`src/rtl/cmpr_pkg.sv`:
```
// Package for the comparator interrupt and result register slice.
// Assumes a 32-bit Avalon-MM slave with byte addresses and one clock.
package cmpr_pkg;

  // ----------------------------------------
  // Register byte offsets
  // ----------------------------------------
  localparam logic [11:0] OFF_IRQ_ENABLE_COMBINED = 12'h300; // Enable bits, plain RW
  localparam logic [11:0] OFF_IRQ_ENABLE_SET = 12'h304; // Write one to enable
  localparam logic [11:0] OFF_IRQ_ENABLE_CLEAR = 12'h308; // Write one to disable
  localparam logic [11:0] OFF_EVENT_STATUS = 12'h310; // Sticky events, write one clears
  localparam logic [11:0] OFF_EVENT_MASK = 12'h314; // Event mask for IRQ line
  localparam logic [11:0] OFF_COMPARE_OUTCOME = 12'h400; // Last sampled result
  localparam logic [11:0] OFF_COMPARATOR_ENABLE = 12'h500; // Comparator enable
  localparam logic [11:0] OFF_INPUT_CHANNEL_SELECT = 12'h504; // Input select

  // ----------------------------------------
  // Field layouts and reset values
  // ----------------------------------------
  localparam int EV_READY = 0; // Ready event bit
  localparam int EV_DOWN = 1; // Downward crossing bit
  localparam int EV_UP = 2; // Upward crossing bit
  localparam int EV_CROSS = 3; // Any crossing bit
  localparam int NUM_EV = 4; // Number of events
  localparam logic [3:0] RST_IRQ_EN = 4'h0; // Enables after reset
  localparam logic [3:0] RST_MASK = 4'hF; // Mask after reset, all pass
  localparam logic [2:0] RST_PSEL = 3'h0; // Channel zero after reset
  localparam logic [1:0] RST_ENABLE = 2'h0; // Comparator off after reset
  localparam logic [3:0] RST_STATUS = 4'h0; // No events after reset
  localparam logic RST_RESULT = 1'h0; // Result reads below after reset
  localparam logic [7:0] RST_CHAN_ONEHOT = 8'h01; // Channel zero routed after reset
  localparam logic [31:0] RST_RDATA = 32'h0000_0000; // Read data after reset
  localparam logic [2:0] SEL_HALF_SUPPLY = 3'h7; // Code routing half supply
  localparam logic [31:0] UNMAPPED_DATA = 32'h0000_0000; // Read of a hole

  // ----------------------------------------
  // Bus answer states
  // ----------------------------------------
  typedef enum logic [1:0] {
    ST_IDLE = 2'b01, // Waiting for a request
    ST_ACK = 2'b10 // Answering, waitrequest low
  } cmpr_state_t;

  // All state of the top module
  typedef struct packed {
    cmpr_state_t st; // Bus state
    logic [3:0] irq_en; // Interrupt enables
    logic [3:0] status; // Sticky event flags
    logic [3:0] mask; // Event mask
    logic result; // Latched compare outcome
    logic [1:0] enable; // Comparator enable field
    logic [2:0] psel; // Input select code
    logic [7:0] chan_onehot; // Routed analog channel, one-hot
    logic half_supply; // Half supply routed
    logic [31:0] rdata; // Read data
    logic irq; // Interrupt output
  } cmpr_regs_t;

endpackage

```
`src/rtl/cmpr_regs.sv`:
```
// Comparator interrupt-enable, result and input-select register slice.
// Assumes an Avalon-MM master on REF_CLK and an analog core giving events.
//
// Contract
// - Set bit0 enables ready interrupt; reads state
// - Set bit1 enables downward interrupt; reads state
// - Set bit2 enables upward interrupt; reads state
// - Set bit3 enables crossing interrupt; reads state
// - Clear bit0 disables ready interrupt; reads state
// - Clear bit1 disables downward interrupt; reads state
// - Clear bit2 disables upward interrupt; reads state
// - Clear bit3 disables crossing interrupt; reads state
// - Result latched on sample, held until next
// - Result zero when positive input below
// - Result one when positive input above
// - Codes zero to six route channel N
// - Code seven routes half supply
// - Combined register shares the four enables
`timescale 1ns/10ps

module cmpr_regs (
  input wire logic REF_CLK, // System clock, 10 MHz
  input wire logic RST_B, // Async reset, active low
  input wire logic [11:0] AVS_ADDRESS, // Byte address
  input wire logic AVS_READ, // Read request
  input wire logic AVS_WRITE, // Write request
  input wire logic [31:0] AVS_WRITEDATA, // Write data
  input wire logic [3:0] AVS_BYTEENABLE, // Byte lanes
  output logic [31:0] AVS_READDATA, // Read data
  output logic AVS_WAITREQUEST, // Stall, high until answer
  input wire logic SAMPLE_TASK, // Sample pulse
  input wire logic COMP_ABOVE, // Positive input above negative
  input wire logic [3:0] EVENT_PULSE, // Ready, down, up, cross pulses
  output logic [7:0] ANALOG_CHANNEL_SEL, // One-hot analog channel route
  output logic HALF_SUPPLY_INPUT, // Half supply routed
  output logic [1:0] COMPARATOR_ENABLE, // Comparator enable field
  output logic IRQ // Level interrupt
);

  // ----------------------------------------
  // Decode helpers
  // ----------------------------------------
  // Address hit for a word offset
  function automatic logic hit(input logic [11:0] a, input logic [11:0] off);
    hit = (a[11:2] == off[11:2]);
  endfunction

  cmpr_pkg::cmpr_regs_t r_q; // Registered state
  cmpr_pkg::cmpr_regs_t r_d; // Next state
  logic req; // Request pending
  logic wr_go; // Write takes effect
  logic [3:0] wlow; // Low write nibble, lane 0

  assign req = AVS_READ | AVS_WRITE;
  // Write lands only at the edge where the master sees waitrequest low
  assign wr_go = AVS_WRITE && (r_q.st == cmpr_pkg::ST_ACK);
  assign wlow = AVS_BYTEENABLE[0] ? AVS_WRITEDATA[3:0] : 4'h0;

  // ----------------------------------------
  // Next-state logic
  // ----------------------------------------
  always_comb begin
    r_d = r_q;
    r_d.irq = 1'b0;
    // Bus handshake: one idle cycle then answer
    case (r_q.st)
      cmpr_pkg::ST_IDLE: begin
        if (req) begin
          r_d.st = cmpr_pkg::ST_ACK;
        end
      end
      cmpr_pkg::ST_ACK: begin
        r_d.st = cmpr_pkg::ST_IDLE;
      end
      default: begin
        r_d.st = cmpr_pkg::ST_IDLE;
      end
    endcase
    // Read mux, captured the cycle before the answer
    if (AVS_READ && (r_q.st == cmpr_pkg::ST_IDLE)) begin
      if (hit(AVS_ADDRESS, cmpr_pkg::OFF_IRQ_ENABLE_COMBINED) ||
          hit(AVS_ADDRESS, cmpr_pkg::OFF_IRQ_ENABLE_SET) ||
          hit(AVS_ADDRESS, cmpr_pkg::OFF_IRQ_ENABLE_CLEAR)) begin
        r_d.rdata = {28'h0, r_q.irq_en};
      end else if (hit(AVS_ADDRESS, cmpr_pkg::OFF_EVENT_STATUS)) begin
        r_d.rdata = {28'h0, r_q.status};
      end else if (hit(AVS_ADDRESS, cmpr_pkg::OFF_EVENT_MASK)) begin
        r_d.rdata = {28'h0, r_q.mask};
      end else if (hit(AVS_ADDRESS, cmpr_pkg::OFF_COMPARE_OUTCOME)) begin
        r_d.rdata = {31'h0, r_q.result};
      end else if (hit(AVS_ADDRESS, cmpr_pkg::OFF_COMPARATOR_ENABLE)) begin
        r_d.rdata = {30'h0, r_q.enable};
      end else if (hit(AVS_ADDRESS, cmpr_pkg::OFF_INPUT_CHANNEL_SELECT)) begin
        r_d.rdata = {29'h0, r_q.psel};
      end else begin
        r_d.rdata = cmpr_pkg::UNMAPPED_DATA;
      end
    end
    // Register writes
    if (wr_go) begin
      if (hit(AVS_ADDRESS, cmpr_pkg::OFF_IRQ_ENABLE_COMBINED)) begin
        r_d.irq_en = AVS_BYTEENABLE[0] ? AVS_WRITEDATA[3:0] : r_q.irq_en;
      end
      if (hit(AVS_ADDRESS, cmpr_pkg::OFF_IRQ_ENABLE_SET)) begin
        r_d.irq_en = r_q.irq_en | wlow;
      end
      if (hit(AVS_ADDRESS, cmpr_pkg::OFF_IRQ_ENABLE_CLEAR)) begin
        r_d.irq_en = r_q.irq_en & ~wlow;
      end
      if (hit(AVS_ADDRESS, cmpr_pkg::OFF_EVENT_STATUS)) begin
        r_d.status = r_q.status & ~wlow;
      end
      if (hit(AVS_ADDRESS, cmpr_pkg::OFF_EVENT_MASK) && AVS_BYTEENABLE[0]) begin
        r_d.mask = AVS_WRITEDATA[3:0];
      end
      if (hit(AVS_ADDRESS, cmpr_pkg::OFF_COMPARATOR_ENABLE) && AVS_BYTEENABLE[0]) begin
        r_d.enable = AVS_WRITEDATA[1:0];
      end
      if (hit(AVS_ADDRESS, cmpr_pkg::OFF_INPUT_CHANNEL_SELECT) && AVS_BYTEENABLE[0]) begin
        r_d.psel = AVS_WRITEDATA[2:0];
      end
    end
    // Events set sticky flags; set wins over clear
    r_d.status = r_d.status | EVENT_PULSE;
    // Sample latches comparator outcome
    if (SAMPLE_TASK) begin
      r_d.result = COMP_ABOVE;
    end
    // Input routing from select code
    r_d.chan_onehot = 8'h00;
    r_d.half_supply = (r_d.psel == cmpr_pkg::SEL_HALF_SUPPLY);
    if (!r_d.half_supply) begin
      r_d.chan_onehot[r_d.psel] = 1'b1;
    end
    // Interrupt from enabled, unmasked flags
    r_d.irq = |(r_d.status & r_d.irq_en & r_d.mask);
  end

  // ----------------------------------------
  // State register
  // ----------------------------------------
  always_ff @(posedge REF_CLK or negedge RST_B) begin
    if (!RST_B) begin
      r_q.st <= cmpr_pkg::ST_IDLE;
      r_q.irq_en <= cmpr_pkg::RST_IRQ_EN;
      r_q.status <= cmpr_pkg::RST_STATUS;
      r_q.mask <= cmpr_pkg::RST_MASK;
      r_q.result <= cmpr_pkg::RST_RESULT;
      r_q.enable <= cmpr_pkg::RST_ENABLE;
      r_q.psel <= cmpr_pkg::RST_PSEL;
      r_q.chan_onehot <= cmpr_pkg::RST_CHAN_ONEHOT;
      r_q.half_supply <= 1'b0;
      r_q.rdata <= cmpr_pkg::RST_RDATA;
      r_q.irq <= 1'b0;
    end else begin
      r_q <= r_d;
    end
  end

  // Outputs straight from flip-flops
  assign AVS_READDATA = r_q.rdata;
  assign AVS_WAITREQUEST = r_q.st[0]; // Idle code holds bit 0, so high unless answering
  assign ANALOG_CHANNEL_SEL = r_q.chan_onehot;
  assign HALF_SUPPLY_INPUT = r_q.half_supply;
  assign COMPARATOR_ENABLE = r_q.enable;
  assign IRQ = r_q.irq;

  // ----------------------------------------
  // Assertions
  // ----------------------------------------
  property p_set_enables;
    @(posedge REF_CLK) disable iff (!RST_B)
      wr_go && hit(AVS_ADDRESS, cmpr_pkg::OFF_IRQ_ENABLE_SET) && wlow[0]
      |=> r_q.irq_en[0];
  endproperty
  a_set_enables: assert property (p_set_enables) else $error("set failed");

  property p_set_down;
    @(posedge REF_CLK) disable iff (!RST_B)
      wr_go && hit(AVS_ADDRESS, cmpr_pkg::OFF_IRQ_ENABLE_SET) && wlow[1]
      |=> r_q.irq_en[1];
  endproperty
  a_set_down: assert property (p_set_down) else $error("down set failed");

  property p_clr_disables;
    @(posedge REF_CLK) disable iff (!RST_B)
      wr_go && hit(AVS_ADDRESS, cmpr_pkg::OFF_IRQ_ENABLE_CLEAR) && wlow[3]
      |=> !r_q.irq_en[3];
  endproperty
  a_clr_disables: assert property (p_clr_disables) else $error("clear failed");

  property p_zero_keeps;
    @(posedge REF_CLK) disable iff (!RST_B)
      wr_go && hit(AVS_ADDRESS, cmpr_pkg::OFF_IRQ_ENABLE_SET) && !wlow[2]
      |=> r_q.irq_en[2] == $past(r_q.irq_en[2]);
  endproperty
  a_zero_keeps: assert property (p_zero_keeps) else $error("zero changed enable");

  property p_result_hold;
    @(posedge REF_CLK) disable iff (!RST_B)
      !SAMPLE_TASK |=> $stable(r_q.result);
  endproperty
  a_result_hold: assert property (p_result_hold) else $error("result moved");

  property p_result_val;
    @(posedge REF_CLK) disable iff (!RST_B)
      SAMPLE_TASK |=> r_q.result == $past(COMP_ABOVE);
  endproperty
  a_result_val: assert property (p_result_val) else $error("result wrong");

  property p_route;
    @(posedge REF_CLK) disable iff (!RST_B)
      r_q.psel != cmpr_pkg::SEL_HALF_SUPPLY |-> ANALOG_CHANNEL_SEL[r_q.psel] && !HALF_SUPPLY_INPUT;
  endproperty
  a_route: assert property (p_route) else $error("channel route wrong");

  property p_half;
    @(posedge REF_CLK) disable iff (!RST_B)
      r_q.psel == cmpr_pkg::SEL_HALF_SUPPLY |-> HALF_SUPPLY_INPUT && ANALOG_CHANNEL_SEL == 8'h00;
  endproperty
  a_half: assert property (p_half) else $error("half supply route wrong");

  property p_irq;
    @(posedge REF_CLK) disable iff (!RST_B)
      ##1 IRQ == |(r_q.status & r_q.irq_en & r_q.mask);
  endproperty
  a_irq: assert property (p_irq) else $error("irq mismatch");

  property p_combined;
    @(posedge REF_CLK) disable iff (!RST_B)
      wr_go && AVS_BYTEENABLE[0] && hit(AVS_ADDRESS, cmpr_pkg::OFF_IRQ_ENABLE_COMBINED)
      |=> r_q.irq_en == $past(AVS_WRITEDATA[3:0]);
  endproperty
  a_combined: assert property (p_combined) else $error("combined write failed");

  // ----------------------------------------
  // Per-bit enable checks, plus result, select and event flag checks
  // ----------------------------------------
  property p_set_up;
    @(posedge REF_CLK) disable iff (!RST_B)
      wr_go && hit(AVS_ADDRESS, cmpr_pkg::OFF_IRQ_ENABLE_SET) && wlow[2]
      |=> r_q.irq_en[2];
  endproperty
  a_set_up: assert property (p_set_up) else $error("up set failed");

  property p_set_cross;
    @(posedge REF_CLK) disable iff (!RST_B)
      wr_go && hit(AVS_ADDRESS, cmpr_pkg::OFF_IRQ_ENABLE_SET) && wlow[3]
      |=> r_q.irq_en[3];
  endproperty
  a_set_cross: assert property (p_set_cross) else $error("cross set failed");

  property p_clr_ready;
    @(posedge REF_CLK) disable iff (!RST_B)
      wr_go && hit(AVS_ADDRESS, cmpr_pkg::OFF_IRQ_ENABLE_CLEAR) && wlow[0]
      |=> !r_q.irq_en[0];
  endproperty
  a_clr_ready: assert property (p_clr_ready) else $error("ready clear failed");

  property p_clr_down;
    @(posedge REF_CLK) disable iff (!RST_B)
      wr_go && hit(AVS_ADDRESS, cmpr_pkg::OFF_IRQ_ENABLE_CLEAR) && wlow[1]
      |=> !r_q.irq_en[1];
  endproperty
  a_clr_down: assert property (p_clr_down) else $error("down clear failed");

  property p_clr_up;
    @(posedge REF_CLK) disable iff (!RST_B)
      wr_go && hit(AVS_ADDRESS, cmpr_pkg::OFF_IRQ_ENABLE_CLEAR) && wlow[2]
      |=> !r_q.irq_en[2];
  endproperty
  a_clr_up: assert property (p_clr_up) else $error("up clear failed");

  property p_clr_zero_keeps;
    @(posedge REF_CLK) disable iff (!RST_B)
      wr_go && hit(AVS_ADDRESS, cmpr_pkg::OFF_IRQ_ENABLE_CLEAR) && !wlow[1]
      |=> r_q.irq_en[1] == $past(r_q.irq_en[1]);
  endproperty
  a_clr_zero_keeps: assert property (p_clr_zero_keeps) else $error("zero clear moved");

  property p_combined_lane;
    @(posedge REF_CLK) disable iff (!RST_B)
      wr_go && !AVS_BYTEENABLE[0] && hit(AVS_ADDRESS, cmpr_pkg::OFF_IRQ_ENABLE_COMBINED)
      |=> $stable(r_q.irq_en);
  endproperty
  a_combined_lane: assert property (p_combined_lane) else $error("lane off wrote");

  property p_result_low;
    @(posedge REF_CLK) disable iff (!RST_B)
      SAMPLE_TASK && !COMP_ABOVE |=> !r_q.result;
  endproperty
  a_result_low: assert property (p_result_low) else $error("result not low");

  property p_psel_write;
    @(posedge REF_CLK) disable iff (!RST_B)
      wr_go && AVS_BYTEENABLE[0] && hit(AVS_ADDRESS, cmpr_pkg::OFF_INPUT_CHANNEL_SELECT)
      |=> r_q.psel == $past(AVS_WRITEDATA[2:0]);
  endproperty
  a_psel_write: assert property (p_psel_write) else $error("select write failed");

  property p_status_set;
    @(posedge REF_CLK) disable iff (!RST_B)
      |EVENT_PULSE |=> (r_q.status & $past(EVENT_PULSE)) == $past(EVENT_PULSE);
  endproperty
  a_status_set: assert property (p_status_set) else $error("event flag lost");

  // ----------------------------------------
  // Bus timing and read-back checks
  // ----------------------------------------
  property p_wait_answer;
    @(posedge REF_CLK) disable iff (!RST_B)
      (AVS_READ || AVS_WRITE) && (r_q.st == cmpr_pkg::ST_IDLE) |=> !AVS_WAITREQUEST;
  endproperty
  a_wait_answer: assert property (p_wait_answer) else $error("no answer after take");

  property p_wait_one;
    @(posedge REF_CLK) disable iff (!RST_B)
      !AVS_WAITREQUEST |=> AVS_WAITREQUEST;
  endproperty
  a_wait_one: assert property (p_wait_one) else $error("answer held too long");

  property p_rd_set;
    @(posedge REF_CLK) disable iff (!RST_B)
      AVS_READ && (r_q.st == cmpr_pkg::ST_IDLE)
      && hit(AVS_ADDRESS, cmpr_pkg::OFF_IRQ_ENABLE_SET)
      |=> AVS_READDATA == {28'h0, $past(r_q.irq_en)};
  endproperty
  a_rd_set: assert property (p_rd_set) else $error("set read wrong");

  property p_rd_clear;
    @(posedge REF_CLK) disable iff (!RST_B)
      AVS_READ && (r_q.st == cmpr_pkg::ST_IDLE)
      && hit(AVS_ADDRESS, cmpr_pkg::OFF_IRQ_ENABLE_CLEAR)
      |=> AVS_READDATA == {28'h0, $past(r_q.irq_en)};
  endproperty
  a_rd_clear: assert property (p_rd_clear) else $error("clear read wrong");

  property p_rd_result;
    @(posedge REF_CLK) disable iff (!RST_B)
      AVS_READ && (r_q.st == cmpr_pkg::ST_IDLE)
      && hit(AVS_ADDRESS, cmpr_pkg::OFF_COMPARE_OUTCOME)
      |=> AVS_READDATA == {31'h0, $past(r_q.result)};
  endproperty
  a_rd_result: assert property (p_rd_result) else $error("result read wrong");

endmodule

```
`config.mk`:
```
export PLATFORM = sky130hd
export DESIGN_NAME = cmpr_regs
export DESIGN_NICKNAME = d
export VERILOG_FILES = /design/src/rtl/cmpr_pkg.sv /design/src/rtl/cmpr_regs.sv
export SDC_FILE = /design/constraint.sdc
export NUM_CORES = 1
export LEC_CHECK = 0
export BUFFER_PORTS_ARGS = -buffer_cell sky130_fd_sc_hd__buf_4
export CAP_MARGIN = 20
export CORE_MARGIN = 1
export CORE_UTILIZATION = 45
export DETAILED_ROUTE_END_ITERATION = 12
export PLACE_DENSITY = 0.8
export SETUP_SLACK_MARGIN = 0.5
export SYNTH_ARGS = -nofsm -noshare
export SYNTH_HDL_FRONTEND = slang
export SYNTH_SLANG_ARGS = --single-unit
```
`constraint.sdc`:
```
create_clock -name REF_CLK -period 2.3 [get_ports REF_CLK]
set_input_delay 0.115 -clock REF_CLK [delete_from_list [all_inputs] [get_ports REF_CLK]]
set_output_delay 0.115 -clock REF_CLK [all_outputs]
set_load 0.1 [all_outputs]
```
==> run_results.csv <==
group,metric,value,unit
status,status,"finished, final reports clean",
sta,totalNegativeSetupSlack,0,ns
yosys,synth_top_family_by_area,"buffers and inverters",
yosys,synth_cell_types,42,
pwr,p_per_area,739,mW/mm^2
yosys,yosys.area_share.simple,16.9,%
sta,whs,0.0321,ns
sta,tightest_slew,0.536,ns
min_path,min_from,"EVENT_PULSE[3]",
setup_path,end_kind,"register",
die,initial_core_util,47.9,%
cts,clockBufferDepth,2,
setup_path,cp_slowest_cell,"dfstp_4",
setup_path,crit_buf_inv,0,
yosys,avgSynthCellArea,9.94,um^2
sta,finalCritPeriodShare,75.0,%
setup_path,slowest_delay,0.47,ns
setup_path,r2r-start,"AVS_WAITREQUEST",
die,num_rows,23,
routing,drt-initial-drc-count,58,
place,place_congestion,0.863,
cts,cts_tree,"done",
sta,fin_skew,0.00430,ns
cells_and_area,final_nets,290,
routing,wire_per_inst,13.4,um
cts,cts_root_buf,"clkbuf_8",
cells_and_area,diodes,0,
pwr,leakage,1.07,nW
die,die_x,68.0,um
sta,fmax,580,MHz
routing,viasPerCell,4.99,
yosys,synthMuxAreaShare,7.22,%
setup_path,worstPathArrival,1.88,ns
setup_path,cp_common_cell,"nand4_1",
sta,slew_headroom,64.0,%
sta,finalSetupViolations,0,
min_path,min_to,"r_q[55]",
yosys,synth_area_leaders,"dfrtp_1 (36%), buf_4 (16%), dfstp_2 (8.1%)",
setup_path,cp_top_family,"simple AND/OR/NAND/NOR gates",
pwr,ir_worst_vdd,0.303,mV
grt,grt_pass1_vias,1213,
setup_path,required,2.46,ns
cts,cts_buffers,5,
setup_path,cp-start-kind,"register",
grt,grtUsageTotal,17.7,%
setup_path,worstRegToRegCells,6,
setup_path,worstPathMaxFanout,4,
setup_path,cp_cell_sequence,"and4b_2, nand4_1, o21ai_2, nor2_1, o211ai_1, nand4_1",
sta,slew_violations,0,
die,fp.dieH,68.0,um
yosys,synth_compound_area_share,12.3,%
die,die_area,0.00462,mm^2
place,hpwl,2.85,mm
yosys,synth_top_area_share,35.8,%
yosys,synth_xor_area_share,0,%
yosys,syn_area,0.00196,mm^2
cells_and_area,layout-drive-gt1-share,37.3,%
cells_and_area,syn_to_final_growth,16.8,%
cts,clk_pin_slew_worst_paths,0.07,ns
setup_path,critical_path_class,"reg -> reg",
cts,insertion_delay,0.28,ns
cts,clkSinkCount,34,
yosys,synthArstFlopShare,100,%
place,port_buffers,41,
cells_and_area,fill_cells,369,
yosys,synth_seq_cells,34,
sta,hold_violations,0,
yosys,synthAdderAreaFrac,0,%
sta,grt_setup_unrepaired,"yes",
die,num_io_pins,103,
yosys,yosysTopAreaCell,"dfrtp_1",
grt,grt_max_degree,35,
yosys,synth_warnings,0,
yosys,synth_edf_count,0,
sta,period_needed,1.72,ns
routing,vias,1413,
cts,cts_max_level,2,
min_path,min_path_type,"in -> reg",
yosys,synth_top_flop_cell,"dfrtp_1",
min_path,min_path_cells,2,
setup_path,worst-r2r-setup-slack,0.58,ns
routing,antenna_left,0,
grt,antenna_found_initial,0,
routing,drc,0,
routing,first_pass_iters,4,
yosys,seq_area_frac_synth,43.8,%
die,fp.coreArea,0.00409,mm^2
grt,grt_overflow,0,
routing,wl,3.80,mm
setup_path,timing.rr.end,"IRQ",
grt,grt_pass1_wl,5.72,mm
run,max_cap_viol_count,0,
yosys,synthCells,197,
-- cell usage in the layout (no fill, tap or decap), types with 2 or more instances in the layout --
cell type / n
dfstp_2: 5
nand2_1: 14
o21ai_0: 11
clkbuf_8: 8
a2bb2oi_1: 3
mux2_2: 7
o211ai_1: 3
nand4_1: 2
inv_2: 3
inv_1: 4
nor3_1: 5
conb_1: 29
nand3_1: 6
a21o_1: 4
buf_4: 45
mux2i_4: 3
nor4_1: 2
and3_4: 3
a21oi_1: 9
nor2_1: 13
dfrtp_1: 28
o21ai_2: 3
-- where the power goes --
| part | total, mW | internal, mW | switching (mW) |
|---|---|---|---|
| Sequential | 0.661 | 0.642 | 0.0190 |
| Clock | 0.504 | 0.302 | 0.202 |
| Combinational | 0.525 | 0.0902 | 0.435 |
| Total | 1.69 | 1.03 | 0.656 |
-- area by class of cell --
class | count | area (um^2) | share of cell area (%)
clock buffers | 8 | 110 | 4.81
flip-flops and latches | 34 | 862 | 37.7
repair buffers | 46 | 348 | 15.2
inverters | 7 | 26.3 | 1.15
multi-input cells | 138 | 878 | 38.4
well taps | 50 | 62.6 | 2.74
-- metal layers --
metal | wire length [um] | track usage, % | vias to the layer above
li1 | - | - | 684
met1 | 1720 | 24.7 | 665
met2 | 1780 | 26.2 | 59
met3 | 226 | 3.67 | 5
met4 | 67 | 7.81 | 0
met5 | 0 | 0 | -
-- synthesized netlist by cell type (all sizes together) (4+ instances only) --
cell type / number
a21o: 4
a21oi: 9
buf: 45
dfrtp: 28
dfstp: 6
inv: 7
mux2: 8
mux2i: 4
nand2: 15
nand3: 7
nor2: 14
nor3: 6
o21ai: 15
-- flip-flops by register name (all words and copies together) (netlist names) --
signal	count
AVS_WAITREQUEST	1
ANALOG_CHANNEL_SEL	8
HALF_SUPPLY_INPUT	1
COMPARATOR_ENABLE	2
AVS_READDATA	4
r_q	17
IRQ	1
-- per-stage QoR --
stage	util [%]	setup WS [ns]	cells	power [mW]	instance area, um^2
2_1_floorplan	-	0.438	225	1.13	2100
4_1_cts	54.8	0.514	280	1.70	2240
3_5_place_dp	51.8	0.482	271	1.19	2120
5_1_grt	56.0	0.464	283	1.75	2290
6_report	56.0	0.575	283	1.69	2290
3_3_place_gp	51.8	0.511	271	1.18	2120
-- how the worst max path moves through the flow --
stage	slack (ns)	start	end	cells after the start
global route	0.46	AVS_WAITREQUEST	IRQ	6
floorplan	0.44	AVS_WAITREQUEST	IRQ	6
detailed placement	0.48	AVS_ADDRESS[4]	ANALOG_CHANNEL_SEL[0]	7
CTS	0.51	AVS_WAITREQUEST	IRQ	6
finish	0.58	AVS_WAITREQUEST	IRQ	6
global placement	0.51	AVS_ADDRESS[4]	ANALOG_CHANNEL_SEL[0]	7
-- cell families after synthesis --
kind of cell	count (synthesis)
buffers and inverters	53
AOI/OAI and AO/OA	39
other	1
and+or+nand+nor	58
DFF	34
muxes	12
-- repair_timing --
action,4_1_cts,5_1_grt
setup buffers,0,3
hold endpoints to repair,28,0
hold buffers,1,0
pin swaps,0,1
setup endpoints to repair,1,2
resized for setup,2,8
(Power assumes the default switching activity.)
